--- src/hdl/hp_consts.svh ---
// Constants of the dual SPI / I2C host port
`ifndef HP_CONSTS_SVH
`define HP_CONSTS_SVH
`define HP_I2C_ADDR_ID0 8'hd4
`define HP_I2C_ADDR_ID1 8'hd6
`define HP_DIS_I2C_REG 8'h11
`define HP_DIS_I2C_BIT 7
`define HP_CMD_WRITE 8'h00
`define HP_CMD_READ 8'h80
`define HP_FIFO_REG 8'h0c
`define HP_SPI_ADDR_END 6'h08
`define HP_SPI_FETCH 6'h10
`define HP_SPI_LAST 6'h18
`define HP_SPI_WORD_END 6'h28
`define HP_I2C_LAST_BIT 4'h7
`define HP_I2C_ACK_BIT 4'h8
`define HP_SYNC_RST 4'hf
`endif

--- src/hdl/hp_pkg.sv ---
// Types shared by the host port modules
package hp_pkg;
  typedef enum logic [4:0] {
    HP_I_IDLE  = 5'h01,
    HP_I_ADDR  = 5'h02,
    HP_I_REG   = 5'h04,
    HP_I_WDATA = 5'h08,
    HP_I_RDATA = 5'h10
  } hp_i2c_e;

  typedef struct packed {
    logic rd;
    logic wr;
    logic [7:0] addr;
    logic [7:0] wdata;
  } hp_reg_req_s;

  typedef struct packed {
    logic [3:0] tag;
    logic [19:0] data;
  } hp_fifo_word_s;

  typedef struct packed {
    logic [3:0] meta;
    logic [3:0] sync;
  } hp_sync_s;

  typedef struct packed {
    logic scl;
    logic sda;
  } hp_cond_s;

  typedef struct packed {
    logic dis_i2c;
    logic [5:0] s_cnt;
    logic [7:0] s_sr;
    logic [7:0] s_addr;
    logic [7:0] s_cmd;
    logic [23:0] s_out;
    logic s_drive;
    logic s_sdo;
    logic s_done;
    logic pop;
    hp_reg_req_s req;
    hp_i2c_e i_st;
    logic [3:0] i_bit;
    logic [7:0] i_sr;
    logic [7:0] i_ptr;
    logic i_rw;
    logic i_ack;
    logic i_oe;
    logic i_in_start;
  } hp_state_s;
endpackage

--- src/hdl/hp_host_port.sv ---
// Serial host port: SPI slave and I2C slave sharing the pins
// How it works
// RULE_01: Select pin high means I2C with SPI in reset; low means SPI.
// RULE_02: I2C answers 0xD4/0xD5 with id pin 0, 0xD6/0xD7 with 1.
// RULE_03: Writing 1 to bit 7 of register 0x11 turns I2C off.
// RULE_04: SPI output floats except in the read data phase.
// RULE_05: SPI samples on rising clock, shifts out on falling clock.
// RULE_06: SPI word frame is address, command, data over 24 clocks.
// RULE_07: SPI write happens on rising edge 24; later bits ignored.
// RULE_08: Host raises and lowers chip select between writes.
// RULE_09: Chip select rising before edge 24 aborts the access.
// RULE_10: Read fetched at edge 16, MSB out on next falling edge.
// RULE_11: Normal read ignores edges past 24 and sends zeros.
// RULE_12: Host reads FIFO only by burst, ideally draining it all.
// RULE_13: Burst read streams FIFO words, 24 clocks each, after 16.
// RULE_14: FIFO word is 4-bit tag then 20 data bits, MSB first.
// RULE_15: I2C works with master clock up to 400 kHz.
// RULE_16: I2C write is slave address, register address, data bytes.
// RULE_17: Register pointer steps by one after each data byte.
// RULE_18: Data line is open drain only; clock line only input.
// RULE_19: One bit per clock; data steady while clock high.
// RULE_20: Data falling with clock high is START, rising is STOP.
// RULE_21: Repeated START acts like START and keeps the bus busy.
// RULE_22: STOP honoured anywhere except in the START's clock pulse.
// RULE_23: Device holds data low through the ninth clock after a byte.
// RULE_24: Master acks every read byte but the last, then STOP.
// RULE_25: SPI command 0x00 writes, 0x80 reads; FIFO address bursts.
module hp_host_port import hp_pkg::*; (
  input wire logic i_sys_clk,
  input wire logic i_rst,
  input wire logic i_chip_select_low,
  input wire logic i_sclk,
  input wire logic i_sdi_sda,
  output logic o_sda_out,
  output logic o_sda_oe,
  input wire logic i_sdo_addr,
  output logic o_sdo,
  output logic o_sdo_oe,
  output hp_reg_req_s o_reg,
  input wire logic [7:0] i_reg_rdata,
  output logic o_fifo_pop,
  input wire hp_fifo_word_s i_fifo_word
);
`include "hp_consts.svh"
  hp_state_s st_reg;
  hp_state_s st_next;
  logic [3:0] pins;
  logic cs_s;
  logic clk_s;
  logic dat_s;
  logic id_s;
  logic rise;
  logic fall;
  logic start;
  logic stop;
  logic i2c_mode;
  logic [7:0] my_addr;
  logic [7:0] s_byte;
  logic [7:0] i_byte;
  logic [5:0] s_cnt_n;
  logic s_read;
  logic s_burst;
  logic i_rx;

  // Both serial modes are far slower than the system clock
  hp_sync u_sync ( // RULE_15
    .i_sys_clk(i_sys_clk),
    .i_rst(i_rst),
    .i_async({i_sdo_addr, i_sdi_sda, i_sclk, i_chip_select_low}),
    .o_sync(pins)
  );

  assign cs_s = pins[0];
  assign clk_s = pins[1];
  assign dat_s = pins[2];
  assign id_s = pins[3];

  hp_bus_cond u_cond (
    .i_sys_clk(i_sys_clk),
    .i_rst(i_rst),
    .i_scl(clk_s),
    .i_sda(dat_s),
    .o_rise(rise),
    .o_fall(fall),
    .o_start(start),
    .o_stop(stop)
  );

  function automatic logic is_burst(input logic [7:0] cmd,
                                    input logic [7:0] addr);
    is_burst = (cmd == `HP_CMD_READ) && (addr == `HP_FIFO_REG);
  endfunction

  assign i2c_mode = cs_s & ~st_reg.dis_i2c; // RULE_01 RULE_03
  assign my_addr = id_s ? `HP_I2C_ADDR_ID1 : `HP_I2C_ADDR_ID0; // RULE_02
  assign s_byte = {st_reg.s_sr[6:0], dat_s};
  assign i_byte = {st_reg.i_sr[6:0], dat_s};
  assign s_cnt_n = st_reg.s_cnt + 6'h01;
  assign s_read = st_reg.s_cmd == `HP_CMD_READ;
  assign s_burst = is_burst(st_reg.s_cmd, st_reg.s_addr);
  assign i_rx = st_reg.i_st inside {HP_I_ADDR, HP_I_REG, HP_I_WDATA};

  always_comb begin
    st_next = st_reg;
    st_next.req.rd = 1'b0;
    st_next.req.wr = 1'b0;
    st_next.pop = 1'b0;

    // Fetched data lands one cycle after the strobe
    if (st_reg.req.rd && !i2c_mode) begin
      st_next.s_out = {i_reg_rdata, 16'h0000}; // RULE_10
    end
    if (st_reg.pop) begin
      st_next.s_out = i_fifo_word; // RULE_14
    end
    if (st_reg.req.rd && i2c_mode) begin
      st_next.i_sr = i_reg_rdata;
      st_next.i_oe = ~i_reg_rdata[7];
    end

    // SPI side
    if (cs_s) begin
      st_next.s_cnt = 6'h00; // RULE_01 RULE_09
      st_next.s_drive = 1'b0;
      st_next.s_done = 1'b0;
      st_next.s_cmd = `HP_CMD_WRITE;
    end else begin
      if (rise && !st_reg.s_done) begin
        st_next.s_sr = s_byte; // RULE_05
        st_next.s_cnt = s_cnt_n;
        if (s_cnt_n == `HP_SPI_ADDR_END) begin
          st_next.s_addr = s_byte; // RULE_06
        end
        if (s_cnt_n == `HP_SPI_FETCH) begin
          st_next.s_cmd = s_byte; // RULE_25
          if (is_burst(s_byte, st_reg.s_addr)) begin
            st_next.pop = 1'b1; // RULE_13
          end else if (s_byte == `HP_CMD_READ) begin
            st_next.req.rd = 1'b1; // RULE_10
            st_next.req.addr = st_reg.s_addr;
          end
        end
        if (s_cnt_n == `HP_SPI_LAST && !s_burst) begin
          st_next.s_done = 1'b1; // RULE_07 RULE_11
          if (st_reg.s_cmd == `HP_CMD_WRITE) begin
            st_next.req.wr = 1'b1; // RULE_07
            st_next.req.addr = st_reg.s_addr;
            st_next.req.wdata = s_byte;
            if (st_reg.s_addr == `HP_DIS_I2C_REG) begin
              st_next.dis_i2c = s_byte[`HP_DIS_I2C_BIT]; // RULE_03
            end
          end
        end
        if (s_cnt_n == `HP_SPI_WORD_END && s_burst) begin
          st_next.s_cnt = `HP_SPI_FETCH; // RULE_13
          st_next.pop = 1'b1;
        end
      end
      if (fall && s_read && st_reg.s_cnt >= `HP_SPI_FETCH) begin
        // Emptied shifter leaves zeros for surplus clocks
        st_next.s_drive = 1'b1; // RULE_04 RULE_11
        st_next.s_sdo = st_reg.s_out[23]; // RULE_05
        st_next.s_out = {st_reg.s_out[22:0], 1'b0};
      end
    end

    // I2C side
    if (!i2c_mode) begin
      st_next.i_st = HP_I_IDLE; // RULE_01
      st_next.i_oe = 1'b0;
      st_next.i_in_start = 1'b0;
    end else if (start) begin
      st_next.i_st = HP_I_ADDR; // RULE_20 RULE_21
      st_next.i_bit = 4'h0;
      st_next.i_oe = 1'b0;
      st_next.i_in_start = 1'b1;
    end else if (stop && !st_reg.i_in_start) begin
      st_next.i_st = HP_I_IDLE; // RULE_20 RULE_22
      st_next.i_oe = 1'b0;
    end else begin
      if (rise) begin
        if (i_rx && st_reg.i_bit <= `HP_I2C_LAST_BIT) begin
          st_next.i_sr = i_byte; // RULE_19
        end
        if (st_reg.i_st == HP_I_RDATA &&
            st_reg.i_bit == `HP_I2C_ACK_BIT) begin
          st_next.i_ack = ~dat_s;
        end
      end
      if (fall && st_reg.i_in_start) begin
        // The fall that closes START carries no data bit
        st_next.i_in_start = 1'b0; // RULE_22
      end else if (fall) begin
        unique case (st_reg.i_st)
          HP_I_IDLE: begin
            st_next.i_oe = 1'b0;
          end
          HP_I_ADDR, HP_I_REG, HP_I_WDATA: begin
            if (st_reg.i_bit < `HP_I2C_LAST_BIT) begin
              st_next.i_bit = st_reg.i_bit + 4'h1; // RULE_16
            end else if (st_reg.i_bit == `HP_I2C_LAST_BIT) begin
              st_next.i_bit = `HP_I2C_ACK_BIT;
              st_next.i_oe = 1'b1; // RULE_23
              if (st_reg.i_st == HP_I_ADDR) begin
                st_next.i_rw = st_reg.i_sr[0];
                if (st_reg.i_sr[7:1] != my_addr[7:1]) begin
                  st_next.i_st = HP_I_IDLE; // RULE_02
                  st_next.i_oe = 1'b0;
                end
              end else if (st_reg.i_st == HP_I_REG) begin
                st_next.i_ptr = st_reg.i_sr;
              end else begin
                st_next.req.wr = 1'b1;
                st_next.req.addr = st_reg.i_ptr;
                st_next.req.wdata = st_reg.i_sr;
                st_next.i_ptr = st_reg.i_ptr + 8'h01; // RULE_17
                if (st_reg.i_ptr == `HP_DIS_I2C_REG) begin
                  st_next.dis_i2c = st_reg.i_sr[`HP_DIS_I2C_BIT];
                end
              end
            end else begin
              st_next.i_bit = 4'h0;
              st_next.i_oe = 1'b0; // RULE_23
              if (st_reg.i_st == HP_I_ADDR && st_reg.i_rw) begin
                st_next.i_st = HP_I_RDATA;
                st_next.req.rd = 1'b1;
                st_next.req.addr = st_reg.i_ptr;
              end else if (st_reg.i_st == HP_I_ADDR) begin
                st_next.i_st = HP_I_REG;
              end else begin
                st_next.i_st = HP_I_WDATA;
              end
            end
          end
          HP_I_RDATA: begin
            if (st_reg.i_bit < `HP_I2C_LAST_BIT) begin
              st_next.i_bit = st_reg.i_bit + 4'h1; // RULE_19
              st_next.i_sr = {st_reg.i_sr[6:0], 1'b0};
              st_next.i_oe = ~st_reg.i_sr[6]; // RULE_18
            end else if (st_reg.i_bit == `HP_I2C_LAST_BIT) begin
              st_next.i_bit = `HP_I2C_ACK_BIT;
              st_next.i_oe = 1'b0;
              st_next.i_ptr = st_reg.i_ptr + 8'h01;
            end else begin
              st_next.i_bit = 4'h0;
              // A refused byte ends the read; STOP is awaited
              if (st_reg.i_ack) begin
                st_next.req.rd = 1'b1;
                st_next.req.addr = st_reg.i_ptr;
              end else begin
                st_next.i_st = HP_I_IDLE;
              end
            end
          end
        endcase
      end
    end
  end

  always_ff @(posedge i_sys_clk or posedge i_rst) begin
    if (i_rst) begin
      st_reg <= '0;
      st_reg.i_st <= HP_I_IDLE;
    end else begin
      st_reg <= st_next;
    end
  end

  assign o_sda_out = 1'b0; // RULE_18
  assign o_sda_oe = st_reg.i_oe;
  assign o_sdo = st_reg.s_sdo;
  assign o_sdo_oe = st_reg.s_drive; // RULE_04
  assign o_reg = st_reg.req;
  assign o_fifo_pop = st_reg.pop;
endmodule

--- src/hdl/hp_sync.sv ---
// Two-stage synchroniser for the serial pins
module hp_sync import hp_pkg::*; (
  input wire logic i_sys_clk,
  input wire logic i_rst,
  input wire logic [3:0] i_async,
  output logic [3:0] o_sync
);
`include "hp_consts.svh"
  hp_sync_s st_reg;
  hp_sync_s st_next;

  always_comb begin
    st_next.meta = i_async;
    st_next.sync = st_reg.meta;
  end

  always_ff @(posedge i_sys_clk or posedge i_rst) begin
    if (i_rst) begin
      st_reg <= {`HP_SYNC_RST, `HP_SYNC_RST};
    end else begin
      st_reg <= st_next;
    end
  end

  assign o_sync = st_reg.sync;
endmodule

--- src/hdl/hp_bus_cond.sv ---
// Clock edge and START / STOP detection on synchronised lines
module hp_bus_cond import hp_pkg::*; (
  input wire logic i_sys_clk,
  input wire logic i_rst,
  input wire logic i_scl,
  input wire logic i_sda,
  output logic o_rise,
  output logic o_fall,
  output logic o_start,
  output logic o_stop
);
  hp_cond_s st_reg;
  hp_cond_s st_next;

  always_comb begin
    st_next.scl = i_scl;
    st_next.sda = i_sda;
  end

  always_ff @(posedge i_sys_clk or posedge i_rst) begin
    if (i_rst) begin
      st_reg <= 2'b11;
    end else begin
      st_reg <= st_next;
    end
  end

  assign o_rise = i_scl & ~st_reg.scl;
  assign o_fall = ~i_scl & st_reg.scl;
  // Data moving while the clock stays high is a bus condition
  assign o_start = i_scl & st_reg.scl & st_reg.sda & ~i_sda;
  assign o_stop = i_scl & st_reg.scl & ~st_reg.sda & i_sda;
endmodule

--- config.mk ---
export PLATFORM = sky130hd
export DESIGN_NAME = hp_host_port
export DESIGN_NICKNAME = d
export VERILOG_FILES = /design/src/hdl/hp_pkg.sv /design/src/hdl/hp_host_port.sv /design/src/hdl/hp_sync.sv /design/src/hdl/hp_bus_cond.sv
export VERILOG_INCLUDE_DIRS = /design/src /design/src/hdl
export SDC_FILE = /design/constraint.sdc
export NUM_CORES = 1
export LEC_CHECK = 0
export ABC_AREA = 1
export BUFFER_PORTS_ARGS = -buffer_cell sky130_fd_sc_hd__buf_2
export CAP_MARGIN = 10
export CORE_UTILIZATION = 40
export DETAILED_ROUTE_END_ITERATION = 8
export GPL_TIMING_DRIVEN = 0
export PLACE_DENSITY_LB_ADDON = 0.15
export SLEW_MARGIN = 15
export SYNTH_ARGS = -nofsm -noshare
export SYNTH_HDL_FRONTEND = slang
export SYNTH_SLANG_ARGS = --single-unit
--- constraint.sdc ---
create_clock -name i_sys_clk -period 3.65 [get_ports i_sys_clk]
set_input_delay 0.365 -clock i_sys_clk [delete_from_list [all_inputs] [get_ports i_sys_clk]]
set_output_delay 0.365 -clock i_sys_clk [all_outputs]
set_load 0.01 [all_outputs]
==> results of run 1 <==
==> power by group <==
| part | internal [mW] | switching, mW | leakage, nW | total [mW] |
|---|---|---|---|---|
| Clock | 1.03 | 0.603 | 0.280 | 1.64 |
| Combinational | 0.0702 | 0.168 | 2.07 | 0.238 |
| Sequential | 1.33 | 0.0366 | 1.48 | 1.37 |
==> routing by layer <==
layer  global-route usage, %  vias up  part of all wire [%]
li1                        -     2889                     -
met1                    31.5     2674                    48
met2                    34.8      123                    46
met3                    5.08       24                   3.8
met4                    8.17        0                   1.7
met5                       0        -                     0
==> area by class of cell <==
| cell class | instances | area [um^2] |
|---|---|---|
| fill | 1598 | 8190 |
| sequential | 115 | 2890 |
| multi-input combinational | 559 | 2860 |
| clock buffer | 22 | 464 |
| inverter | 119 | 452 |
| timing repair buffer | 61 | 333 |
| tap | 216 | 270 |
| buffer | 44 | 259 |
| clock inverter | 9 | 105 |
==> metrics by stage <==
step	std cells	hold WS (ns)	utilization, %	area, um^2	worst slack, ns
after floorplan	837	0.345	-	6460	0.259
after global placement	1112	0.346	44.4	7020	-1.25
after detailed placement	1113	0.347	44.6	7060	1.27
after CTS	1145	0.0228	48.2	7630	1.26
after global routing	1145	0.0208	48.2	7630	1.12
final	1145	0.0301	48.2	7630	1.26
==> Yosys cell counts, drive strengths merged <==
cell type / count / share of area (%)
nand2: 206 / 13
inv: 118 / 6.9
o21ai: 111 / 8.7
dfrtp: 104 / 40
nor2: 64 / 4.3
a21oi: 46 / 3.6
nand3: 42 / 4.0
buf: 27 / 3.0
clkbuf: 17 / 0.99
o211ai: 14 / 1.6
nor3: 13 / 1.6
o22ai: 12 / 1.2
dfstp: 11 / 4.5
nand4: 10 / 1.3
ha: 6 / 1.2
nor4: 5 / 0.58
o21bai: 4 / 0.47
o221ai: 4 / 0.54
o31ai: 4 / 0.47
xor2: 4 / 0.54
or2: 3 / 0.29
a211oi: 2 / 0.23
o41ai: 2 / 0.27
a32o: 1 / 0.16
clkinv: 1 / 0.058
conb: 1 / 0.058
mux2: 1 / 0.17
nor4b: 1 / 0.14
o2111ai: 1 / 0.14
o21a: 1 / 0.12
o311ai: 1 / 0.14
==> kinds of logic (layout without fill, tap and decap cells) <==
logic type      count (synthesis)  after routing  share of synthesized area [%]
fa+ha+maj                       6              6                           1.16
buf+inv                       163            255                           10.9
compound gates                203            203                           17.6
simple gates                  344            344                           24.8
mux                             1              1                          0.174
flops                         115            115                           44.8
xor+xnor                        4              4                          0.542
other cells                     1              1                         0.0581
==> cells in the final DEF, fill, tap and decap left out, drive strengths merged <==
cell type	synthesis	routed
nand2	206	206
inv	118	119
o21ai	111	111
dfrtp	104	104
buf	27	87
nor2	64	64
a21oi	46	46
nand3	42	42
clkbuf	17	39
o211ai	14	14
nor3	13	13
o22ai	12	12
dfstp	11	11
nand4	10	10
ha	6	6
clkinv	1	6
nor4	5	5
o31ai	4	4
o21bai	4	4
o221ai	4	4
xor2	4	4
or2	3	3
a211oi	2	2
o41ai	2	2
bufinv	0	2
a32o	1	1
o2111ai	1	1
o21a	1	1
nor4b	1	1
o311ai	1	1
mux2	1	1
conb	1	1
clkinvlp	0	1
dlygate4sd3	0	1
==> how the worst min path moves through the flow <==
| stage | endpoint | slack [ns] | cells after the start |
|---|---|---|---|
| floorplan | u_sync.o_sync[0] | 0.35 | 0 |
| global placement | u_sync.o_sync[0] | 0.35 | 0 |
| detailed placement | u_sync.o_sync[0] | 0.35 | 0 |
| CTS | u_sync.st_next[0] | 0.02 | 1 |
| global route | u_sync.st_next[1] | 0.02 | 1 |
| finish | u_sync.st_next[3] | 0.03 | 1 |
==> worst register-to-register path, delay by kind of cell (launching register included) <==
family | cells | cell delay [ns]
and+or+nand+nor | 5 | 0.70
buffers and inverters | 3 | 0.65
DFF | 1 | 0.62
AOI/OAI and AO/OA | 2 | 0.31
==> reports/metrics.csv, run 1 <==
stage;metric;value;unit
critical_path;crit path to;o_reg[13];
critical_path;Crit path required time;3.98;ns
pwr;LEAKAGE;3.84;nW
routing;detailed-route DRC error count;0;
critical_path;Crit. End Element;flop;
sta;fin. max-slew vios;0;
routing;Post-Route WL;17400;um
clock_tree;Setup Fix Bufs, Post-CTS;0;
routing;post-DR vias/cell;4.99;
finish;area growth from synthesis to layout;18.2;%
grt;pin count of the biggest net entering global routing;70;
pwr;PwrDens;425;mW/mm^2
min_path;hold path start;i_sdo_addr;
placement;Placer Congestion;0.922;
critical_path;Crit-path slowest cell;dfstp_2;
routing;routed length per placed instance;15.2;um
floorplan;Core ar.;0.0158;mm^2
grt;grt ovf;0;
floorplan;Site Rows;46;
routing;initial drt markers;522;
clock_tree;CTS Buf Count;17;
floorplan;number of top-level pins;61;
placement;DP Wirelength;12800;um
sta;setup TNS;0;ns
grt;first-pass GRT wire length;28500;um
routing;first-pass iteration count of the detailed router;5;
sta;Achievable Freq;419;MHz
min_path;worst min path class;in2reg;
critical_path;R2R Setup Slk;1.26;ns
sta;fin crit share;65.4;%
synthesis;count of different cell masters after synthesis;49;
grt;vias in the first global route;5500;
sta;final setup skew;0.00872;ns
floorplan;Initial Util;40.8;%
pwr;Max IR drop VDD;292;uV
clock_tree;Max clock buf depth;2;
clock_tree;TritonCTS clock tree;built;
clock_tree;Worst-path clk slew;0.05;ns
routing;Vias;5710;
finish;Final #Nets;961;
pwr;total power;3.24;mW
grt;All-Layer GR Usage;22.7;%
sta;worst slew pin tran;0.537;ns
synthesis;synthesized flop and latch total;115;
critical_path;CP most frequent cell;inv_1;
critical_path;slowest stage delay, CP;0.62;ns
sta;RSZ-0062 raised after global routing;false;
critical_path;crit-path max FO;7;
critical_path;critical-path cell list;inv_1, nor2_1, nand3_1, nand2_1, nor2_2, inv_1, nor2_1, inv_1, a21oi_1, o21ai_0;
flow_run;max_cap viols;0;
sta;Worst slew margin;63.9;%
critical_path;Worst setup SP type;flop;
finish;antenna diode count;0;
placement;IO buf count;59;
floorplan;Die Footprint;0.0167;mm^2
routing;Detail Route Antenna Nets;0;
clock_tree;CTS Root Cell;clkbuf_16;
synthesis;sequential fraction of the synthesis area;44.8;%
critical_path;CP arrival;2.71;ns
critical_path;R2R cell count;10;
clock_tree;CTS sink count;115;
status;status;finished, final reports clean;
clock_tree;worst skew pair latency;0.43;ns
finish;max FFs per register;69;
synthesis;YS warnings;0;
sta;post-layout min period;2.39;ns
critical_path;FF-to-FF End;o_reg[13];
clock_tree;hold buffers post-CTS;1;
grt;initial antenna violation count;0;
critical_path;CP Class;reg2reg;
clock_tree;H-tree depth;4;
critical_path;Levels on crit path;10;
critical_path;worst path bufs/invs;3;
synthesis;syn nets;881;
sta;Fin. Hold Viols;0;
sta;Finish-stage setup viols;0;
critical_path;reg-to-reg critical path startpoint;u_sync.o_sync[2];
synthesis;Syn Inst Count;837;
floorplan;die height;129;um
synthesis;Avg Inst Size Synth;7.71;um^2
clock_tree;post-CTS sizing;0;
floorplan;DIE WIDTH;129;um
finish;share of cells above drive strength 1;18.7;%
synthesis;Netlist Area Pre-Place;0.00646;mm^2
critical_path;cell family with the largest share of critical-path delay;simple AND/OR/NAND/NOR gates;
critical_path;crit path launch;u_sync.o_sync[2];
Power figures use the tool's default switching activity.
==> run 2, diff against run 1 <==
- clock period: 3.65 -> 2.3 ns (I/O delays scaled with it)
==> run 2 against run 1 <==
  * Register-to-register slack worse by 1.1 ns
  * Fmax is 11% higher
  * Clock power up 73%
  * Die area stayed put
  * First-iteration DRC count fell by 20%
  * Worst setup slack lost 1.1 ns
  * Clock skew barely moved
  * Largest power group unchanged
==> reports/metrics.csv, run 2 (synthesis results as in run 1) <==
stage;metric;value;unit
status;status;finished, final reports clean;
finish;filler cell count;1576;
sta;Fin. Hold Viols;0;
critical_path;critical-path cell list;inv_1, nor2_1, nand3_1, nand2_2, nor2_4, clkinvlp_4, nor3_4, buf_4, nor2_2, nand2_1, o211ai_1;
finish;antenna diode count;0;
clock_tree;Worst-path clk slew;0.06;ns
pwr;Switching Share;24.5;%
routing;M1 WL;8450;um
critical_path;crit-path max FO;6;
floorplan;DIE WIDTH;129;um
finish;Final Cell Area;0.00794;mm^2
grt;All-Layer GR Usage;22.3;%
grt;first-pass GRT wire length;27900;um
sta;post-layout min period;2.15;ns
critical_path;Crit-path slowest cell;dfstp_2;
pwr;Max IR drop VDD;475;uV
critical_path;Crit. End Element;flop;
pwr;switching pwr;1.33;mW
grt;grt ovf;0;
routing;Vias;5842;
critical_path;Levels on crit path;11;
clock_tree;H-tree depth;4;
routing;top sig layer;met4;
critical_path;Worst setup SP type;flop;
clock_tree;worst skew pair latency;0.42;ns
routing;first-pass iteration count of the detailed router;5;
placement;Placed Area;0.00709;mm^2
pwr;LEAKAGE;3.92;nW
critical_path;worst path bufs/invs;3;
clock_tree;Max clock buf depth;2;
critical_path;slowest stage delay, CP;0.41;ns
floorplan;die height;129;um
placement;IO buf count;59;
critical_path;R2R cell count;11;
min_path;Worst Hold Path Cells;3;
clock_tree;CTS sink count;115;
clock_tree;CTS Root Cell;clkbuf_16;
sta;Worst slew margin;58.5;%
sta;final setup skew;0.00891;ns
clock_tree;TritonCTS clock tree;built;
floorplan;number of top-level pins;61;
routing;Post-Route WL;17700;um
grt;initial antenna violation count;1;
critical_path;Crit path required time;2.59;ns
routing;detailed-route DRC error count;0;
sta;worst hold slack;0.0670;ns
grt;pin count of the biggest net entering global routing;36;
sta;fin. max-slew vios;0;
routing;routed length per placed instance;15.2;um
placement;DP Wirelength;12900;um
floorplan;Die Footprint;0.0167;mm^2
pwr;internal power;4.09;mW
routing;Detail Route Antenna Nets;0;
floorplan;Initial Util;40.8;%
finish;Final #Nets;977;
critical_path;CP Class;reg2reg;
finish;most frequent cells in the layout;nand2_1, inv_1, dfrtp_1, o21ai_0, buf_2;
critical_path;cell family with the largest share of critical-path delay;simple AND/OR/NAND/NOR gates;
pwr;Flop pwr share;40.0;%
pwr;PwrDens;683;mW/mm^2
pwr;combinational share of power;7.6;%
floorplan;Core ar.;0.0158;mm^2
clock_tree;CTS Buf Count;17;
min_path;worst min path class;in2reg;
sta;Setup WS post-layout;0.155;ns
pwr;Clock power frac;52.4;%
grt;vias in the first global route;5251;
sta;worst slew pin tran;0.617;ns
routing;metal3 WL;676;um
routing;post-DR vias/cell;5.03;
floorplan;Site Rows;46;
flow_run;max_cap viols;0;
routing;met2 wire len;8350;um
finish;area growth from synthesis to layout;22.9;%
finish;share of cells above drive strength 1;21.9;%
routing;initial drt markers;415;
placement;Placer Congestion;0.907;
sta;fin crit share;93.3;%
finish;Reg area;0.00289;mm^2
placement;pre-CTS setup slack;-0.0605;ns
finish;commonest non-fill, non-tap cell in the layout;nand2_1;
finish;max FFs per register;69;
sta;Achievable Freq;466;MHz
sta;Finish-stage setup viols;0;
finish;Multi-input gate area;0.00295;mm^2
critical_path;CP arrival;2.43;ns
-- run 2: area by class of cell --
| cell class | count | area share [%] |
|---|---|---|
| plain buffers | 44 | 3.28 |
| clock buffers | 21 | 5.67 |
| clock inverters | 11 | 2.22 |
| inverters | 119 | 5.72 |
| multi-input cells | 559 | 37.2 |
| flip-flops and latches | 115 | 36.5 |
| well taps | 216 | 3.40 |
| repair buffers | 77 | 6.05 |
-- run 2: layer usage --
layer / GRT usage (%) / vias up
met2: 35.0 / 132
li1: - / 2925
met3: 4.46 / 16
met4: 6.16 / 0
met5: 0 / -
met1: 31.5 / 2769
-- run 2: repair_timing --
action / 4_1_cts / 5_1_grt
hold buffers: 5 / 0
hold endpoints to repair: 19 / 0
buffers inserted: 0 / 10
pin swaps: 1 / 7
gates resized for setup: 3 / 26
setup endpoints to repair: 15 / 43
gates cloned: 0 / 0
-- run 2: path summary, 6_finish.rpt --
path	endpoint	startpoint	slack, ns
min in group asynchronous	st_reg[103]	i_rst	0.41
setup / recovery	o_reg[3]	u_sync.o_sync[2]	0.15
hold reg to reg	u_sync.o_sync[1]	u_sync.st_next[1]	0.35
hold / removal	st_reg[51]	i_fifo_word[0]	0.07
setup reg to reg	o_reg[3]	u_sync.o_sync[2]	0.15
max in group asynchronous	st_reg[24]	i_rst	1.27
-- run 2: power by group through the flow --
stage	clock (mW)	sequential, mW	combinational, mW
detailed placement	0	2.20	0.386
global placement	0	2.20	0.373
CTS	2.87	2.17	0.398
global route	2.96	2.18	0.463
finish	2.84	2.17	0.412
floorplan	0	2.19	0.242
-- run 2: stage by stage --
step | cells | setup TNS, ns | total power, mW | util [%]
2_1_floorplan | 837 | 0 | 2.43 | -
3_3_place_gp | 1112 | -18.33 | 2.57 | 44.4
3_5_place_dp | 1115 | -0.360 | 2.59 | 44.8
4_1_cts | 1152 | -0.0218 | 5.43 | 49.1
5_1_grt | 1162 | -0.0188 | 5.60 | 50.2
6_report | 1162 | 0 | 5.42 | 50.2
-- run 2: worst register-to-register path, stage by stage, from the launching register on --
cell and delay [ns]:
dfstp_2 0.41, inv_1 0.21, nor2_1 0.08, nand3_1 0.16
nand2_2 0.12, nor2_4 0.17, clkinvlp_4 0.19, nor3_4 0.27
buf_4 0.18, nor2_2 0.05, nand2_1 0.07, o211ai_1 0.11
